<file path="config.mk">
export PLATFORM = sky130hd
export DESIGN_NAME = ebt_timer
export DESIGN_NICKNAME = d
export VERILOG_FILES = /design/src/ebt_pkg.sv /design/src/ebt_prescale.sv /design/src/ebt_timer.sv
export SDC_FILE = /design/constraint.sdc
export NUM_CORES = 1
export LEC_CHECK = 0
export BUFFER_PORTS_ARGS = -buffer_cell sky130_fd_sc_hd__buf_4
export CAP_MARGIN = 20
export CORE_ASPECT_RATIO = 0.5
export CORE_MARGIN = 2
export CORE_UTILIZATION = 45
export DETAILED_ROUTE_END_ITERATION = 7
export GPL_TIMING_DRIVEN = 0
export PLACE_DENSITY = 0.82
export SLEW_MARGIN = 20
export SYNTH_ARGS = -nofsm -noshare
export SYNTH_HDL_FRONTEND = slang
export SYNTH_SLANG_ARGS = --single-unit
export TNS_END_PERCENT = 1
</file>
<file path="constraint.sdc">
create_clock -name CLOCK -period 2.6 [get_ports CLOCK]
set_clock_uncertainty 0.05 [all_clocks]
set_input_delay 0.39 -clock CLOCK [delete_from_list [all_inputs] [get_ports CLOCK]]
set_output_delay 0.39 -clock CLOCK [all_outputs]
set_load 0.03 [all_outputs]
</file>
<file path="src/ebt_pkg.sv">
// Constants, register map and state encodings of the 8-bit timer channel
package ebt_pkg;
	// Register byte addresses (16-bit window)
	localparam logic [15:0] ADDR_CONTROL = 16'hffc8;
	localparam logic [15:0] ADDR_STATUS  = 16'hffcc;
	localparam logic [15:0] ADDR_CONST_A = 16'hffd4;
	localparam logic [15:0] ADDR_CONST_B = 16'hffd8;
	localparam logic [15:0] ADDR_COUNTER = 16'hffdc;
	localparam logic [15:0] ADDR_OUT_SEL = 16'hffe0;
	localparam logic [15:0] ADDR_DIV_SEL = 16'hffe4;

	// Reset values
	localparam logic [7:0] RST_CONTROL = 8'h00;
	localparam logic [7:0] RST_BYTE    = 8'h00;
	localparam logic [7:0] RST_CONST   = 8'hff;

	// Control register fields
	localparam int BIT_MATCH_B_IRQ_ENABLE = 7;
	localparam int BIT_MATCH_A_IRQ_ENABLE = 6;
	localparam int BIT_WRAP_IRQ_ENABLE    = 5;
	localparam int BIT_CLEAR_SEL_LO       = 3;
	localparam int BIT_SOURCE_SEL_LO      = 0;

	// Status flags share the positions of the enables
	localparam int BIT_FLAG_MATCH_B = 7;
	localparam int BIT_FLAG_MATCH_A = 6;
	localparam int BIT_FLAG_WRAP    = 5;

	// Count source select codes
	localparam logic [2:0] SRC_STOP_0   = 3'h0;
	localparam logic [2:0] SRC_INT_LOW  = 3'h1;
	localparam logic [2:0] SRC_INT_MID  = 3'h2;
	localparam logic [2:0] SRC_INT_HIGH = 3'h3;
	localparam logic [2:0] SRC_STOP_4   = 3'h4;
	localparam logic [2:0] SRC_EXT_RISE = 3'h5;
	localparam logic [2:0] SRC_EXT_FALL = 3'h6;
	localparam logic [2:0] SRC_EXT_BOTH = 3'h7;

	// Counter clear select codes
	localparam logic [1:0] CLR_NONE    = 2'h0;
	localparam logic [1:0] CLR_MATCH_A = 2'h1;
	localparam logic [1:0] CLR_MATCH_B = 2'h2;
	localparam logic [1:0] CLR_EXT_RST = 2'h3;

	// Compare output actions per match
	localparam logic [1:0] OUT_KEEP   = 2'h0;
	localparam logic [1:0] OUT_LOW    = 2'h1;
	localparam logic [1:0] OUT_HIGH   = 2'h2;
	localparam logic [1:0] OUT_TOGGLE = 2'h3;

	// Prescaler taps: divide by 2, 8, 32, 64, 256, 1024
	localparam int PRE_WIDTH = 10;
	localparam int NUM_TAPS  = 6;
	localparam int TAP_BIT [NUM_TAPS] = '{0, 2, 4, 5, 7, 9};
	localparam int TAP_DIV2    = 0;
	localparam int TAP_DIV8    = 1;
	localparam int TAP_DIV32   = 2;
	localparam int TAP_DIV64   = 3;
	localparam int TAP_DIV256  = 4;
	localparam int TAP_DIV1024 = 5;

	// AXI responses
	localparam logic [1:0] RESP_OKAY   = 2'h0;
	localparam logic [1:0] RESP_SLVERR = 2'h2;
endpackage : ebt_pkg

</file>
<file path="src/ebt_prescale.sv">
// Free-running system clock prescaler giving one-cycle falling-edge ticks per tap
`timescale 1ns/10ps
module ebt_prescale
	import ebt_pkg::*;
(
	input  wire logic                CLOCK, // System clock
	input  wire logic                SRST,  // Synchronous reset, active high
	output logic      [NUM_TAPS-1:0] TICK   // One pulse per falling edge of each tap
);
	typedef struct packed {
		logic [PRE_WIDTH-1:0] cnt;
		logic [NUM_TAPS-1:0]  tick;
	} ebt_pre_type;

	ebt_pre_type st;
	ebt_pre_type next_st;
	logic [NUM_TAPS-1:0] next_tick;

	// A tap bit falls when all bits up to it are ones and the count advances
	for (genvar i = 0; i < NUM_TAPS; i++) begin : g_tap
		assign next_tick[i] = &st.cnt[TAP_BIT[i]:0];
	end

	// Next state
	always_comb begin
		next_st      = st;
		next_st.cnt  = st.cnt + 1'b1;
		next_st.tick = next_tick;
	end

	// State register
	always_ff @(posedge CLOCK) begin
		if (SRST) begin
			st <= '0;
		end else begin
			st <= next_st;
		end
	end

	assign TICK = st.tick;
endmodule : ebt_prescale

</file>
<file path="src/ebt_timer.sv">
// 8-bit timer channel: count source, clear source, compare output, AXI4-Lite registers
//
// Our own choice: register access over AXI4-Lite.
`timescale 1ns/10ps
module ebt_timer
	import ebt_pkg::*;
#(
	parameter int ADDR_W = 16 // AXI address width
)(
	input  wire logic              CLOCK,         // System clock, 10 MHz
	input  wire logic              SRST,          // Synchronous reset, active high
	input  wire logic              EXT_CLK,       // External count clock pin
	input  wire logic              EXT_RST,       // External counter reset pin
	output logic                   TIMER_OUT,     // Compare output level
	output logic                   TIMER_OUT_EN,  // Compare output enable
	output logic                   IRQ,           // Level interrupt
	input  wire logic [ADDR_W-1:0] S_AXI_AWADDR,  // Write address
	input  wire logic              S_AXI_AWVALID, // Write address valid
	output logic                   S_AXI_AWREADY, // Write address ready
	input  wire logic [31:0]       S_AXI_WDATA,   // Write data
	input  wire logic [3:0]        S_AXI_WSTRB,   // Write strobes
	input  wire logic              S_AXI_WVALID,  // Write data valid
	output logic                   S_AXI_WREADY,  // Write data ready
	output logic [1:0]             S_AXI_BRESP,   // Write response
	output logic                   S_AXI_BVALID,  // Write response valid
	input  wire logic              S_AXI_BREADY,  // Write response ready
	input  wire logic [ADDR_W-1:0] S_AXI_ARADDR,  // Read address
	input  wire logic              S_AXI_ARVALID, // Read address valid
	output logic                   S_AXI_ARREADY, // Read address ready
	output logic [31:0]            S_AXI_RDATA,   // Read data
	output logic [1:0]             S_AXI_RRESP,   // Read response
	output logic                   S_AXI_RVALID,  // Read data valid
	input  wire logic              S_AXI_RREADY   // Read data ready
);
	// Only the low 16 address bits are decoded, so narrower buses are refused
	if (ADDR_W < 16) begin : g_bad_addr_w
		$error("ADDR_W must be at least 16");
	end

	typedef struct packed {
		logic        aw_ready;
		logic        aw_full;
		logic [15:0] aw_addr;
		logic        w_ready;
		logic        w_full;
		logic [7:0]  w_data;
		logic        w_lane0;
		logic        b_valid;
		logic [1:0]  b_resp;
		logic        ar_ready;
		logic        r_valid;
		logic [1:0]  r_resp;
		logic [7:0]  r_data;
		logic [7:0]  ctrl;
		logic [7:0]  status;
		logic [7:0]  const_a;
		logic [7:0]  const_b;
		logic [7:0]  counter;
		logic [3:0]  out_sel;
		logic [1:0]  div_sel;
		logic [2:0]  clk_sync;
		logic [2:0]  rst_sync;
		logic        tmo;
		logic        tmo_en;
		logic        irq;
	} ebt_state_type;

	ebt_state_type st;
	ebt_state_type next_st;

	logic [NUM_TAPS-1:0] tick;
	logic [2:0]          src_sel;
	logic [1:0]          clr_sel;
	logic                clk_rise;
	logic                clk_fall;
	logic                rst_rise;
	logic                int_tick;
	logic                count_tick;
	logic [7:0]          inc;
	logic                hit_a;
	logic                hit_b;
	logic                wrap;
	logic                do_write;
	logic                wr_status;

	ebt_prescale u_prescale (
		.CLOCK (CLOCK),
		.SRST  (SRST),
		.TICK  (tick)
	);

	// Field views and pin edges, taken from the second and third sync stages only
	assign src_sel  = st.ctrl[BIT_SOURCE_SEL_LO +: 3];
	assign clr_sel  = st.ctrl[BIT_CLEAR_SEL_LO +: 2];
	assign clk_rise = st.clk_sync[1] & ~st.clk_sync[2];
	assign clk_fall = ~st.clk_sync[1] & st.clk_sync[2];
	assign rst_rise = st.rst_sync[1] & ~st.rst_sync[2];

	// Internal tap choice; divider select bit 0 refines the source code
	always_comb begin
		case (src_sel)
			SRC_INT_LOW:  int_tick = st.div_sel[0] ? tick[TAP_DIV2] : tick[TAP_DIV8];
			SRC_INT_MID:  int_tick = st.div_sel[0] ? tick[TAP_DIV32] : tick[TAP_DIV64];
			SRC_INT_HIGH: int_tick = st.div_sel[0] ? tick[TAP_DIV256] : tick[TAP_DIV1024];
			default:      int_tick = 1'b0;
		endcase
	end

	// Count enable per source
	always_comb begin
		case (src_sel)
			SRC_EXT_RISE: count_tick = clk_rise;
			SRC_EXT_FALL: count_tick = clk_fall;
			SRC_EXT_BOTH: count_tick = clk_rise | clk_fall;
			default:      count_tick = int_tick;
		endcase
	end

	// Compare on the value the counter is about to take
	assign inc       = st.counter + 8'h01;
	assign hit_a     = count_tick && (inc == st.const_a);
	assign hit_b     = count_tick && (inc == st.const_b);
	assign wrap      = count_tick && (st.counter == 8'hff);
	assign do_write  = st.aw_full && st.w_full && !st.b_valid;
	assign wr_status = do_write && st.w_lane0 && (st.aw_addr == ADDR_STATUS);

	// Next state
	always_comb begin
		next_st = st;
		// Synchronisers: stage 0 is read only by stage 1
		next_st.clk_sync = {st.clk_sync[1:0], EXT_CLK};
		next_st.rst_sync = {st.rst_sync[1:0], EXT_RST};

		// Counter with clear source; external reset edge wins over counting
		if (clr_sel == CLR_EXT_RST && rst_rise) begin
			next_st.counter = 8'h00;
		end else if (count_tick) begin
			if ((clr_sel == CLR_MATCH_A && hit_a) || (clr_sel == CLR_MATCH_B && hit_b)) begin
				next_st.counter = 8'h00;
			end else begin
				next_st.counter = inc;
			end
		end

		// Compare output; when both hit, a B low or high wins over A, but a B toggle is dropped
		if (st.out_sel != 4'h0) begin
			if (hit_a) begin
				case (st.out_sel[1:0])
					OUT_LOW:    next_st.tmo = 1'b0;
					OUT_HIGH:   next_st.tmo = 1'b1;
					OUT_TOGGLE: next_st.tmo = ~st.tmo;
					default:    next_st.tmo = st.tmo;
				endcase
			end
			if (hit_b) begin
				case (st.out_sel[3:2])
					OUT_LOW:    next_st.tmo = 1'b0;
					OUT_HIGH:   next_st.tmo = 1'b1;
					OUT_TOGGLE: next_st.tmo = hit_a ? next_st.tmo : ~st.tmo;
					default:    next_st.tmo = next_st.tmo;
				endcase
			end
		end

		// Write channel: address and data taken in either order
		if (S_AXI_AWVALID && st.aw_ready) begin
			next_st.aw_full = 1'b1;
			next_st.aw_addr = S_AXI_AWADDR[15:0];
		end
		if (S_AXI_WVALID && st.w_ready) begin
			next_st.w_full  = 1'b1;
			next_st.w_data  = S_AXI_WDATA[7:0];
			next_st.w_lane0 = S_AXI_WSTRB[0];
		end
		if (S_AXI_BREADY && st.b_valid) begin
			next_st.b_valid = 1'b0;
		end
		if (do_write) begin
			next_st.aw_full = 1'b0;
			next_st.w_full  = 1'b0;
			next_st.b_valid = 1'b1;
			next_st.b_resp  = RESP_OKAY;
			case (st.aw_addr)
				ADDR_CONTROL: if (st.w_lane0) next_st.ctrl = st.w_data;
				ADDR_STATUS:  ;
				ADDR_CONST_A: if (st.w_lane0) next_st.const_a = st.w_data;
				ADDR_CONST_B: if (st.w_lane0) next_st.const_b = st.w_data;
				ADDR_COUNTER: ;
				ADDR_OUT_SEL: if (st.w_lane0) next_st.out_sel = st.w_data[3:0];
				ADDR_DIV_SEL: if (st.w_lane0) next_st.div_sel = st.w_data[1:0];
				default:      next_st.b_resp = RESP_SLVERR;
			endcase
		end

		// Sticky flags: zero written clears, one written is ignored, event wins
		next_st.status = 8'h00;
		next_st.status[BIT_FLAG_MATCH_B] = (st.status[BIT_FLAG_MATCH_B] &
			~(wr_status & ~st.w_data[BIT_FLAG_MATCH_B])) | hit_b;
		next_st.status[BIT_FLAG_MATCH_A] = (st.status[BIT_FLAG_MATCH_A] &
			~(wr_status & ~st.w_data[BIT_FLAG_MATCH_A])) | hit_a;
		next_st.status[BIT_FLAG_WRAP] = (st.status[BIT_FLAG_WRAP] &
			~(wr_status & ~st.w_data[BIT_FLAG_WRAP])) | wrap;

		// Read channel answers one cycle after the address is taken
		if (S_AXI_RREADY && st.r_valid) begin
			next_st.r_valid = 1'b0;
		end
		if (S_AXI_ARVALID && st.ar_ready) begin
			next_st.r_valid = 1'b1;
			next_st.r_resp  = RESP_OKAY;
			case (S_AXI_ARADDR[15:0])
				ADDR_CONTROL: next_st.r_data = st.ctrl;
				ADDR_STATUS:  next_st.r_data = st.status;
				ADDR_CONST_A: next_st.r_data = st.const_a;
				ADDR_CONST_B: next_st.r_data = st.const_b;
				ADDR_COUNTER: next_st.r_data = st.counter;
				ADDR_OUT_SEL: next_st.r_data = {4'h0, st.out_sel};
				ADDR_DIV_SEL: next_st.r_data = {6'h00, st.div_sel};
				default: begin
					next_st.r_data = 8'h00;
					next_st.r_resp = RESP_SLVERR;
				end
			endcase
		end

		// Readies derived from next occupancy so outputs stay registered
		next_st.aw_ready = !next_st.aw_full && !next_st.b_valid;
		next_st.w_ready  = !next_st.w_full && !next_st.b_valid;
		next_st.ar_ready = !next_st.r_valid;

		// Output enable and interrupt track the next register contents
		next_st.tmo_en = (next_st.out_sel != 4'h0);
		next_st.irq    = |(next_st.status[BIT_FLAG_WRAP +: 3] &
			next_st.ctrl[BIT_WRAP_IRQ_ENABLE +: 3]);
	end

	// State register
	always_ff @(posedge CLOCK) begin
		if (SRST) begin
			st          <= '0;
			st.ctrl     <= RST_CONTROL;
			st.status   <= RST_BYTE;
			st.counter  <= RST_BYTE;
			st.const_a  <= RST_CONST;
			st.const_b  <= RST_CONST;
		end else begin
			st <= next_st;
		end
	end

	assign TIMER_OUT     = st.tmo;
	assign TIMER_OUT_EN  = st.tmo_en;
	assign IRQ           = st.irq;
	assign S_AXI_AWREADY = st.aw_ready;
	assign S_AXI_WREADY  = st.w_ready;
	assign S_AXI_BVALID  = st.b_valid;
	assign S_AXI_BRESP   = st.b_resp;
	assign S_AXI_ARREADY = st.ar_ready;
	assign S_AXI_RVALID  = st.r_valid;
	assign S_AXI_RRESP   = st.r_resp;
	assign S_AXI_RDATA   = {24'h000000, st.r_data};

	// Stopped codes hold the counter unless an external reset clear applies
	a_stop_holds: assert property (@(posedge CLOCK) disable iff (SRST)
		((src_sel == SRC_STOP_0 || src_sel == SRC_STOP_4) && clr_sel != CLR_EXT_RST)
		|=> $stable(st.counter)) else $error("counter moved while stopped");

	a_div8_count: assert property (@(posedge CLOCK) disable iff (SRST)
		(src_sel == SRC_INT_LOW && !st.div_sel[0] && tick[TAP_DIV8] && clr_sel == CLR_NONE)
		|=> st.counter == 8'($past(st.counter) + 8'h01)) else $error("divide by 8 tick lost");

	a_pin_rise: assert property (@(posedge CLOCK) disable iff (SRST)
		(src_sel == SRC_EXT_RISE && clr_sel == CLR_NONE && !clk_rise) |=> $stable(st.counter))
		else $error("count without rising pin edge");

	a_pin_fall: assert property (@(posedge CLOCK) disable iff (SRST)
		(src_sel == SRC_EXT_FALL && clr_sel == CLR_NONE && clk_fall)
		|=> st.counter == 8'($past(st.counter) + 8'h01)) else $error("falling pin edge lost");

	a_pin_both: assert property (@(posedge CLOCK) disable iff (SRST)
		(src_sel == SRC_EXT_BOTH && clr_sel == CLR_NONE && (clk_rise || clk_fall))
		|=> st.counter == 8'($past(st.counter) + 8'h01)) else $error("pin edge lost");

	a_match_b_gate: assert property (@(posedge CLOCK) disable iff (SRST)
		(st.status[7:5] == 3'b100) |-> (IRQ == st.ctrl[BIT_MATCH_B_IRQ_ENABLE]))
		else $error("match B request not gated");

	a_flag_write: assert property (@(posedge CLOCK) disable iff (SRST)
		(wr_status && !hit_b) |=> st.status[BIT_FLAG_MATCH_B] ==
		($past(st.status[BIT_FLAG_MATCH_B]) && $past(st.w_data[BIT_FLAG_MATCH_B])))
		else $error("flag write misbehaved");

	a_out_off: assert property (@(posedge CLOCK) disable iff (SRST)
		(st.out_sel == 4'h0) |=> $stable(TIMER_OUT) && (TIMER_OUT_EN == (st.out_sel != 4'h0)))
		else $error("compare output changed while disabled");

	a_clear_a: assert property (@(posedge CLOCK) disable iff (SRST)
		(clr_sel == CLR_MATCH_A && hit_a) |=> st.counter == 8'h00)
		else $error("match A did not clear counter");

	a_ext_clear: assert property (@(posedge CLOCK) disable iff (SRST)
		(clr_sel == CLR_EXT_RST && rst_rise) |=> st.counter == 8'h00)
		else $error("external reset did not clear counter");
endmodule : ebt_timer

</file>
==> results of run 1 <==
routing by layer:
metal | vias up | share of wire, %
met2 | 195 | 46
met3 | 28 | 7.5
li1 | 2377 | -
met4 | 0 | 2.5
met1 | 2325 | 44
met5 | - | 0
power by group through the flow:
| stage | Sequential [mW] | Combinational [mW] | Clock, mW |
|---|---|---|---|
| after floorplan | 1.77 | 0.250 | 0 |
| after global placement | 1.77 | 0.372 | 0 |
| after detailed placement | 1.77 | 0.380 | 0 |
| after CTS | 1.73 | 0.385 | 1.35 |
| after global routing | 1.74 | 0.446 | 1.41 |
| final | 1.73 | 0.414 | 1.34 |
area by class of cell:
| cell class | count | area (um2) |
|---|---|---|
| sequential | 108 | 2170 |
| multi-input combinational | 468 | 2950 |
| inverter | 9 | 33.8 |
| clock inverter | 6 | 61.3 |
| buffer | 67 | 428 |
| tap | 165 | 206 |
| timing repair buffer | 87 | 653 |
| fill | 1039 | 5040 |
| clock buffer | 10 | 229 |
timing repair:
item                       in CTS  in global routing
setup buffers                   4                 16
gates cloned                    0                  0
resized for setup              16                  2
pin swaps                       4                  4
setup endpoints to repair      10                  8
worst max-delay path, delay by kind of cell (launching register included):
family          cells  cell delay [ns]
buf+inv             2             0.32
simple gates        4             0.95
compound gates      2             0.59
xor+xnor            1             0.17
flops               1             0.36
worst max-delay path by stage:
| stage | slack [ns] | endpoint |
|---|---|---|
| floorplan | 0.02 | st[18] |
| global placement | -0.44 | st[18] |
| detailed placement | -0.49 | st[18] |
| CTS | -0.0008 | st[17] |
| global route | -0.04 | st[17] |
| finish | 0.04 | st[17] |
state kept, by name, summed over array words and instances (netlist names):
signal and flops:
TIMER_OUT 1, u_prescale.st 9, next_st 4, TIMER_OUT_EN 1
S_AXI_WREADY 1, S_AXI_BRESP 1, u_prescale.next_st 1, clr_sel 2
src_sel 3, S_AXI_ARREADY 1, S_AXI_RDATA 8, S_AXI_BVALID 1
u_prescale.TICK 6, IRQ 1, S_AXI_RVALID 1, st 65
S_AXI_RRESP 1, S_AXI_AWREADY 1
logic make-up after synthesis:
group,share of synthesized area [%]
simple gates,25.7
flops,39.9
compound gates,13.5
buf+inv,8.53
mux,6.24
xor+xnor,4.65
fa+ha+maj,1.39
other cells,0.0693
cells in the final DEF, fill, tap and decap left out, drive strengths merged, types with 15 or more instances in the layout:
cell    instances
nor2           58
a21oi          41
o21ai          15
mux2i          27
buf           134
clkbuf         30
nor2b          20
xnor2          16
nand2          90
nand2b         15
conb           26
dfxtp         108
through the flow:
stage          hold WS [ns]    TNS, ns  setup slack (ns)  instance area (um2)
6_report              0.191          0            0.0443                 6730
3_5_place_dp          0.381      -2.71            -0.485                 6220
4_1_cts               0.190  -0.000814         -0.000814                 6610
3_3_place_gp          0.368      -2.30            -0.444                 6220
2_1_floorplan         0.364          0            0.0157                 5510
5_1_grt               0.217    -0.0930           -0.0381                 6730
==> flow_metrics.py, run 1 <==
metrics = {
    "setup_path": {
        "critPathCaptureType": "register",
        "rr_startpoint": "st[16]",
        "r2r_slack_ns": 0.04,
        "required_ns": 2.80,
        "max_stage_delay_ns": 0.56,
        "cp_max_fo": 6,
        "cp-startpoint": "st[16]",
        "worst_r2r_path_depth": 9,
        "start_kind": "register",
        "path_common_cell": "buf_4",
        "critical_path_arrival_ns": 2.75,
        "crit_path_top_delay_cell": "or4_4",
        "worstReg2RegEnd": "st[17]",
        "crit_type": "register to register",
        "path_cells": "buf_4 -> and4_4 -> nand2_4 -> xnor2_2 -> or4_4 -> o31ai_4 -> buf_4 -> nor4_1 -> a211o_1",
    },
    "run": {
        "maxCapViolations": 0,
    },
    "route": {
        "vias": 4925,
        "drc": 0,
        "vias_per_cell": 5.35,
        "postRouteAntennaNets": 0,
        "drt_first_pass_iters": 7,
        "drt-total-wl_um": 14200,
        "avgRoutedWirePerCell_um": 15.5,
        "drt_iter0_markers": 388,
    },
    "synth": {
        "netlist-cell-type-count": 66,
        "synth_top_area_share_pct": 39.9,
        "synth_area_leaders": "dfxtp_1, nand2_1, buf_4, mux2i_1, nor2_1",
        "ys_warn_count": 0,
        "yosys.cell_count.top_type": "dfxtp_1",
        "netlist_instances": 628,
        "synth_flop_cell": "dfxtp_1",
        "synth_top_cell_by_area": "dfxtp_1",
        "synth-edff-count": 0,
        "synth-seq-cells": 108,
        "syn_avg_cell_area_um2": 8.62,
        "ys_seq_area_share_pct": 39.9,
        "syn-cell-area_um2": 5410,
        "yosys-top-cells-count": "dfxtp_1, nand2_1, nor2_1, a21oi_1, buf_4",
        "synth_async_sr_flop_share_pct": 0,
    },
    "placed_design": {
        "dp_hpwl_um": 10200,
        "port-buffer-count": 67,
        "place.gp.congestion": 0.940,
        "dp.cells": 885,
    },
    "sta": {
        "slew_violations": 0,
        "slew_headroom_pct": 42.8,
        "fin_crit_ns": 2.56,
        "hold_violations": 0,
        "finalSetupViolCount": 0,
        "timing.final.crit_share_pct": 98.3,
        "worst-slew-pin-transition_ns": 0.852,
        "rsz0062_at_grt": "true",
        "fmax_mhz": 391,
    },
    "die": {
        "io-pin-count": 121,
        "core-area_um2": 11800,
        "die_area_um2": 13000,
        "rows": 28,
        "die_height_um": 81.6,
        "die_width_um": 159,
        "start_util_pct": 46.0,
    },
    "power": {
        "finalPower_mw": 3.48,
        "p_comb_share_pct": 11.9,
        "pwr-share-clk_pct": 38.4,
        "ir_worst_vdd_v": 0.000321,
        "power.internal_mw": 2.55,
        "swShare_pct": 26.7,
        "pwr-share-seq_pct": 49.7,
        "p_sw_uw": 929,
        "power_density_nw_per_um2": 517,
        "power_leakage_nw": 2.86,
    },
    "grt": {
        "grt-busiest-layer": "met2",
        "grt_max_degree": 20,
        "track_usage_pct": 21.2,
        "met2_usage_pct": 35.9,
        "grt_pass1_wl_um": 21700,
        "grt_pass1_vias": 4530,
        "use_met3_pct": 4.80,
        "grt-ovfl-total": 0,
        "use_met1_pct": 26.4,
        "antenna_found_initial": 0,
    },
    "clocking": {
        "clock-sinks": 108,
        "tritoncts.num_buffers": 9,
        "path_clk_slew_ns": 0.07,
        "clk_latency_ns": 0.36,
        "cts_tree": "yes",
        "hold_buffers": 0,
        "cts-root-buf": "clkbuf_16",
        "htreeDepth": 3,
        "clock_path_buffers": 2,
    },
    "layout": {
        "post_route_cells_drive_above_1_share_pct": 23.8,
        "final_cells": 920,
        "final_nets": 833,
        "diodes": 0,
        "final_util_pct": 57.2,
        "syn2layout_area_growth_pct": 24.3,
    },
    "run_status": {
        "run_status": "complete, no violations",
    },
    "worst_hold_path": {
        "min-delay-start": "EXT_RST",
        "hold_end": "next_st[4]",
        "hold_path_depth": 2,
        "hp-class": "input port to register",
    },
}
Note: power is estimated with default switching activity, not from simulation.
==> inputs of run 2 (changes only) <==
Settings changed: SETUP_SLACK_MARGIN set to 0.5, SYNTH_HIERARCHICAL set to 1.
==> run 2 against run 1 <==
Compared with the run above: total power down 3.9%; register-to-register slack better by 0.21 ns; cell count down 3.0%; maximum frequency up 8.8%; synthesized area down 2.4%; via count down 3.8%; global-route usage up 0.43 points; first-iteration DRC count up 17%; routed wire length down 5.8%; non-clock buffer count down 6; critical path type unchanged; largest cell class unchanged.
==> flow_metrics.py, run 2 <==
metrics = {
    "synth": {
        "yosys.cell_count.top_type": "dfxtp_1",
        "yosys-top-cells-count": "dfxtp_1, nand2_1, nor2_1, buf_4, a21oi_1",
        "synth_async_sr_flop_share_pct": 0,
        "synth_top_area_share_pct": 40.9,
        "synth_top_cell_by_area": "dfxtp_1",
        "ys_warn_count": 6,
        "synth_area_leaders": "dfxtp_1, mux2i_1, nand2_1, buf_4, a21oi_1",
        "synth-edff-count": 0,
        "netlist-cell-type-count": 64,
        "syn_avg_cell_area_um2": 8.53,
        "ys_seq_area_share_pct": 40.9,
        "synth-seq-cells": 108,
        "syn-cell-area_um2": 5280,
        "netlist_instances": 619,
        "synth_flop_cell": "dfxtp_1",
    },
    "power": {
        "finalPower_mw": 3.34,
        "power_density_nw_per_um2": 507,
        "power_leakage_nw": 2.70,
        "p_comb_share_pct": 9.5,
        "swShare_pct": 25.5,
        "pwr-share-clk_pct": 39.0,
        "ir_worst_vdd_v": 0.000308,
        "power.internal_mw": 2.49,
        "pwr-share-seq_pct": 51.6,
        "p_sw_uw": 854,
    },
    "route": {
        "postRouteAntennaNets": 0,
        "drt_first_pass_iters": 5,
        "drt-total-wl_um": 13400,
        "avgRoutedWirePerCell_um": 15.0,
        "drt_iter0_markers": 454,
        "vias_per_cell": 5.31,
        "vias": 4740,
        "drc": 0,
    },
    "grt": {
        "grt_pass1_vias": 4312,
        "grt_max_degree": 20,
        "antenna_found_initial": 0,
        "track_usage_pct": 21.6,
        "grt_pass1_wl_um": 21400,
        "grt-ovfl-total": 0,
    },
    "clocking": {
        "tritoncts.num_buffers": 9,
        "hold_buffers": 0,
        "cts-root-buf": "clkbuf_16",
        "path_clk_slew_ns": 0.07,
        "cts_tree": "yes",
        "clk_latency_ns": 0.35,
        "htreeDepth": 3,
        "clock_path_buffers": 2,
        "clock-sinks": 108,
    },
    "setup_path": {
        "start_kind": "register",
        "endpoint": "TIMER_OUT",
        "required_ns": 2.80,
        "worst_r2r_path_depth": 8,
        "cp-startpoint": "st[17]",
        "crit_type": "register to register",
        "critPathCaptureType": "register",
        "critical_path_arrival_ns": 2.55,
        "r2r_slack_ns": 0.25,
        "rr_startpoint": "st[17]",
        "cp_max_fo": 10,
        "worstReg2RegEnd": "TIMER_OUT",
    },
    "layout": {
        "final_util_pct": 58.8,
        "final_cells": 892,
        "diodes": 0,
        "fillerInstances": 979,
        "final_nets": 810,
        "layout_common_cells": "buf_4, dfxtp_1, nand2_1, nor2_1, a21oi_1",
        "final_cell_area_um2": 6590,
        "regMostFlops": "st",
        "post_route_cells_drive_above_1_share_pct": 24.3,
        "largest_reg_flops": 65,
        "final_common_cell": "buf_4",
        "multi_input_area_um2": 2890,
        "seqCellArea_um2": 2170,
        "syn2layout_area_growth_pct": 24.8,
    },
    "sta": {
        "whs_ns": 0.199,
        "setup_slack_ns": 0.251,
        "timing.final.crit_share_pct": 90.4,
        "tns_ns": 0,
        "slew_violations": 0,
        "fin_crit_ns": 2.35,
        "finalSetupViolCount": 0,
        "fmax_mhz": 426,
        "slew_headroom_pct": 48.8,
        "worst-slew-pin-transition_ns": 0.765,
        "hold_violations": 0,
        "rsz0062_at_grt": "true",
    },
    "placed_design": {
        "postPlaceCellArea_um2": 6080,
        "dp_hpwl_um": 9440,
        "port-buffer-count": 66,
        "dp.cells": 869,
        "post-place-ws_ns": -0.170,
        "place.gp.congestion": 0.913,
    },
    "die": {
        "io-pin-count": 121,
        "core-area_um2": 11200,
        "die_width_um": 157,
        "die_area_um2": 12700,
        "die_height_um": 80.6,
        "start_util_pct": 47.1,
        "rows": 27,
    },
    "run": {
        "maxCapViolations": 0,
    },
    "worst_hold_path": {
        "hp-class": "input port to register",
    },
    "run_status": {
        "run_status": "complete, no violations",
    },
}
-- run 2: changes by cell type after synthesis, moves of 8 or more --
cell | before | now
nor4_1 | 7 | 16
nand2b_1 | 15 | 5
nand3b_1 | 12 | 2
nor2b_1 | 20 | 12
nor2_1 | 57 | 44
nand2_1 | 89 | 99
mux2i_1 | 27 | 39
-- run 2: kinds of logic after synthesis --
| group | count (synthesis) | share of synthesized area, % |
|---|---|---|
| and+or+nand+nor | 252 | 23.9 |
| AOI/OAI and AO/OA | 99 | 11.7 |
| adders and majority gates | 4 | 0.947 |
| xor gates and xnor gates | 27 | 4.48 |
| other | 1 | 0.0710 |
| muxes | 43 | 8.46 |
| DFF | 108 | 40.9 |
| buffers and inverters | 85 | 9.47 |
-- run 2: how the worst min path moves through the flow --
stage | endpoint | startpoint | slack [ns] | depth (start not counted)
2_1_floorplan | next_st[5] | next_st[4] | 0.36 | 1
3_3_place_gp | next_st[8] | next_st[7] | 0.37 | 1
3_5_place_dp | next_st[5] | next_st[4] | 0.37 | 1
4_1_cts | next_st[4] | EXT_RST | 0.19 | 2
5_1_grt | next_st[4] | EXT_RST | 0.20 | 2
6_report | next_st[4] | EXT_RST | 0.20 | 2
-- run 2: layout make-up --
type                            instances  share of cell area (%)
Buffer                                 75                    7.14
Multi-Input combinational cell        452                    43.8
Sequential cell                       108                    32.9
Timing Repair Buffer                   73                    8.32
Clock inverter                          6                   0.854
Inverter                               10                   0.570
Clock buffer                            9                    3.42
Tap cell                              159                    3.02
-- run 2: what timing repair did --
action,4_1_cts,5_1_grt
gates cloned,1,0
pin swaps,8,7
buffers inserted,6,1
setup endpoints to repair,37,47
resized for setup,16,21
-- run 2: power by group through the flow --
stage	sequential, mW	combinational [mW]	clock, mW
after floorplan	1.76	0.195	0
after global placement	1.76	0.304	0
after detailed placement	1.76	0.310	0
after CTS	1.72	0.313	1.34
after global routing	1.73	0.346	1.40
final	1.72	0.316	1.30
-- run 2: metal layers --
metal / GRT usage (%) / up-vias / routed length (um)
met1: 28.0 / 2188 / 5770
li1: - / 2307 / -
met3: 5.02 / 29 / 1130
met2: 35.5 / 216 / 6270
met4: 7.45 / 0 / 251
met5: 0 / - / 0
-- run 2: critical path: stages, from the launching register on --
cell and delay, ns:
dfxtp_1 0.31, buf_2 0.24, and4_2 0.32, xnor2_1 0.14, a22oi_1 0.14, or3_4 0.45
o31ai_1 0.25, a221oi_1 0.12, a41o_1 0.22
==> inputs of run 3 (changes only) <==
Settings changed: CORE_UTILIZATION 45 to 38, PLACE_DENSITY 0.82 to 0.73.
==> run 3 against run 2 <==
Compared with the run above: total power is 2.0% higher; global-route usage fell by 3.5 points; die area is 18% higher; sequential cell count did not move; critical path depth unchanged; hold slack got worse by 0.0047 ns; final area is 0.15% higher; clock power up 5%; critical endpoint is now st[15]; via count decreased by 1.6%; highest routed layer unchanged.
==> flow_metrics.py, run 3 (synthesis gave the netlist of run 2 again) <==
metrics = {
    "run_status": {
        "run_status": "complete, no violations",
    },
    "setup_path": {
        "required_ns": 2.79,
        "crit_type": "register to register",
        "r2r_slack_ns": 0.21,
        "rr_startpoint": "st[8]",
        "crit_path_top_delay_cell": "or4b_4",
        "critPathCaptureType": "register",
        "start_kind": "register",
        "worstReg2RegEnd": "st[15]",
        "path_cells": "inv_2 -> ha_4 -> nand2_1 -> o211ai_1 -> a32o_2 -> or4b_4 -> o32a_4 -> a22o_1",
        "worst_r2r_path_depth": 8,
        "cp_max_fo": 5,
        "critical_path_arrival_ns": 2.58,
        "max_stage_delay_ns": 0.56,
    },
    "worst_hold_path": {
        "hp-class": "input port to register",
        "hold_end": "next_st[4]",
        "min-delay-start": "EXT_RST",
        "hold_path_depth": 2,
    },
    "clocking": {
        "clock_path_buffers": 2,
        "cts_tree": "yes",
        "tritoncts.num_buffers": 9,
        "clock-sinks": 108,
        "cts-root-buf": "clkbuf_16",
        "path_clk_slew_ns": 0.08,
        "clk_latency_ns": 0.35,
        "htreeDepth": 3,
    },
    "route": {
        "drt_iter0_markers": 253,
        "drt_first_pass_iters": 6,
        "drt-total-wl_um": 13400,
        "drc": 0,
        "vias_per_cell": 5.04,
        "postRouteAntennaNets": 0,
        "avgRoutedWirePerCell_um": 14.5,
        "vias": 4663,
    },
    "layout": {
        "regMostFlops": "st",
        "largest_reg_flops": 65,
        "diodes": 0,
        "final_cell_area_um2": 6600,
        "final_nets": 810,
        "layout_common_cells": "buf_4, dfxtp_1, nand2_1, nor2_1, a21oi_1",
        "syn2layout_area_growth_pct": 24.9,
        "final_common_cell": "buf_4",
        "post_route_cells_drive_above_1_share_pct": 24.0,
        "final_util_pct": 48.7,
    },
    "grt": {
        "grt_max_degree": 21,
        "use_met1_pct": 23.5,
        "use_met3_pct": 3.36,
        "track_usage_pct": 18.1,
        "grt-busiest-layer": "met2",
        "grt_pass1_vias": 4254,
        "grt_pass1_wl_um": 21200,
        "antenna_found_initial": 0,
        "grt-ovfl-total": 0,
        "met2_usage_pct": 30.6,
    },
    "power": {
        "power_leakage_nw": 2.71,
        "power_density_nw_per_um2": 517,
        "ir_worst_vdd_v": 0.000276,
    },
    "die": {
        "rows": 30,
        "io-pin-count": 121,
        "die_height_um": 87.4,
        "core-area_um2": 13600,
        "start_util_pct": 39.0,
        "die_width_um": 171,
        "die_area_um2": 14900,
    },
    "sta": {
        "finalSetupViolCount": 0,
        "setup_slack_ns": 0.207,
        "slew_headroom_pct": 44.6,
        "timing.final.crit_share_pct": 92.0,
        "fin_crit_ns": 2.39,
        "worst-slew-pin-transition_ns": 0.827,
        "fmax_mhz": 418,
        "slew_violations": 0,
        "hold_violations": 0,
        "rsz0062_at_grt": "true",
    },
    "placed_design": {
        "postPlaceCellArea_um2": 6120,
        "post-place-ws_ns": -0.284,
        "port-buffer-count": 66,
        "dp_hpwl_um": 9910,
        "place.gp.congestion": 0.916,
    },
    "run": {
        "maxCapViolations": 0,
    },
}
[run 3: per-layer routing]
metal | share of wire, % | up-vias
met5 | 0 | -
met4 | 1.6 | 0
met3 | 5.8 | 21
met2 | 47 | 146
met1 | 46 | 2186
li1 | - | 2310
[run 3: power breakdown]
part	leakage (nW)	internal [mW]	total, mW	switching (mW)
combinational	1.69	0.132	0.317	0.185
clock	0.147	0.706	1.37	0.664
sequential	0.878	1.69	1.72	0.0336
total	2.71	2.53	3.41	0.883
[run 3: worst max path at each step]
stage	cells past startpoint	slack, ns	start	to
floorplan	8	0.38	st[8]	st[15]
global placement	9	-0.20	S_AXI_ARADDR[0]	S_AXI_RDATA[7]
detailed placement	9	-0.28	S_AXI_ARADDR[0]	S_AXI_RDATA[7]
CTS	8	0.22	st[8]	st[15]
global route	8	0.14	st[15]	TIMER_OUT
finish	8	0.21	st[8]	st[15]
[run 3: area by class of cell]
type | instances | area [um2]
well taps | 192 | 240
repair buffers | 73 | 548
flip-flops and latches | 108 | 2170
clock inverters | 6 | 61.3
inverters | 10 | 37.5
clock buffers | 10 | 239
plain buffers | 75 | 470
multi-input cells | 452 | 2840
fillers | 1291 | 6950
[run 3: critical path, delay by kind of cell (launching register included)]
kind,cells,cell delay (ns)
compound gates,4,1.05
fa+ha+maj,1,0.19
flops,1,0.34
simple gates,2,0.62
buf+inv,1,0.04
[run 3: stage by stage]
| step | hold slack [ns] | cells | setup TNS, ns | power, mW |
|---|---|---|---|---|
| global route | 0.193 | 926 | 0 | 3.53 |
| floorplan | 0.364 | 644 | 0 | 1.96 |
| detailed placement | 0.382 | 902 | -1.07 | 2.07 |
| CTS | 0.186 | 926 | 0 | 3.43 |
| finish | 0.194 | 926 | 0 | 3.41 |
| global placement | 0.371 | 902 | -0.577 | 2.07 |
[run 3: what timing repair did]
item                                    CTS  global route
endpoints found under the setup margin   37            46
pin swaps                                 8             0
cloned                                    1             0
resized for setup                        18            14
hold buffers                              0             0
setup buffers                             7             0
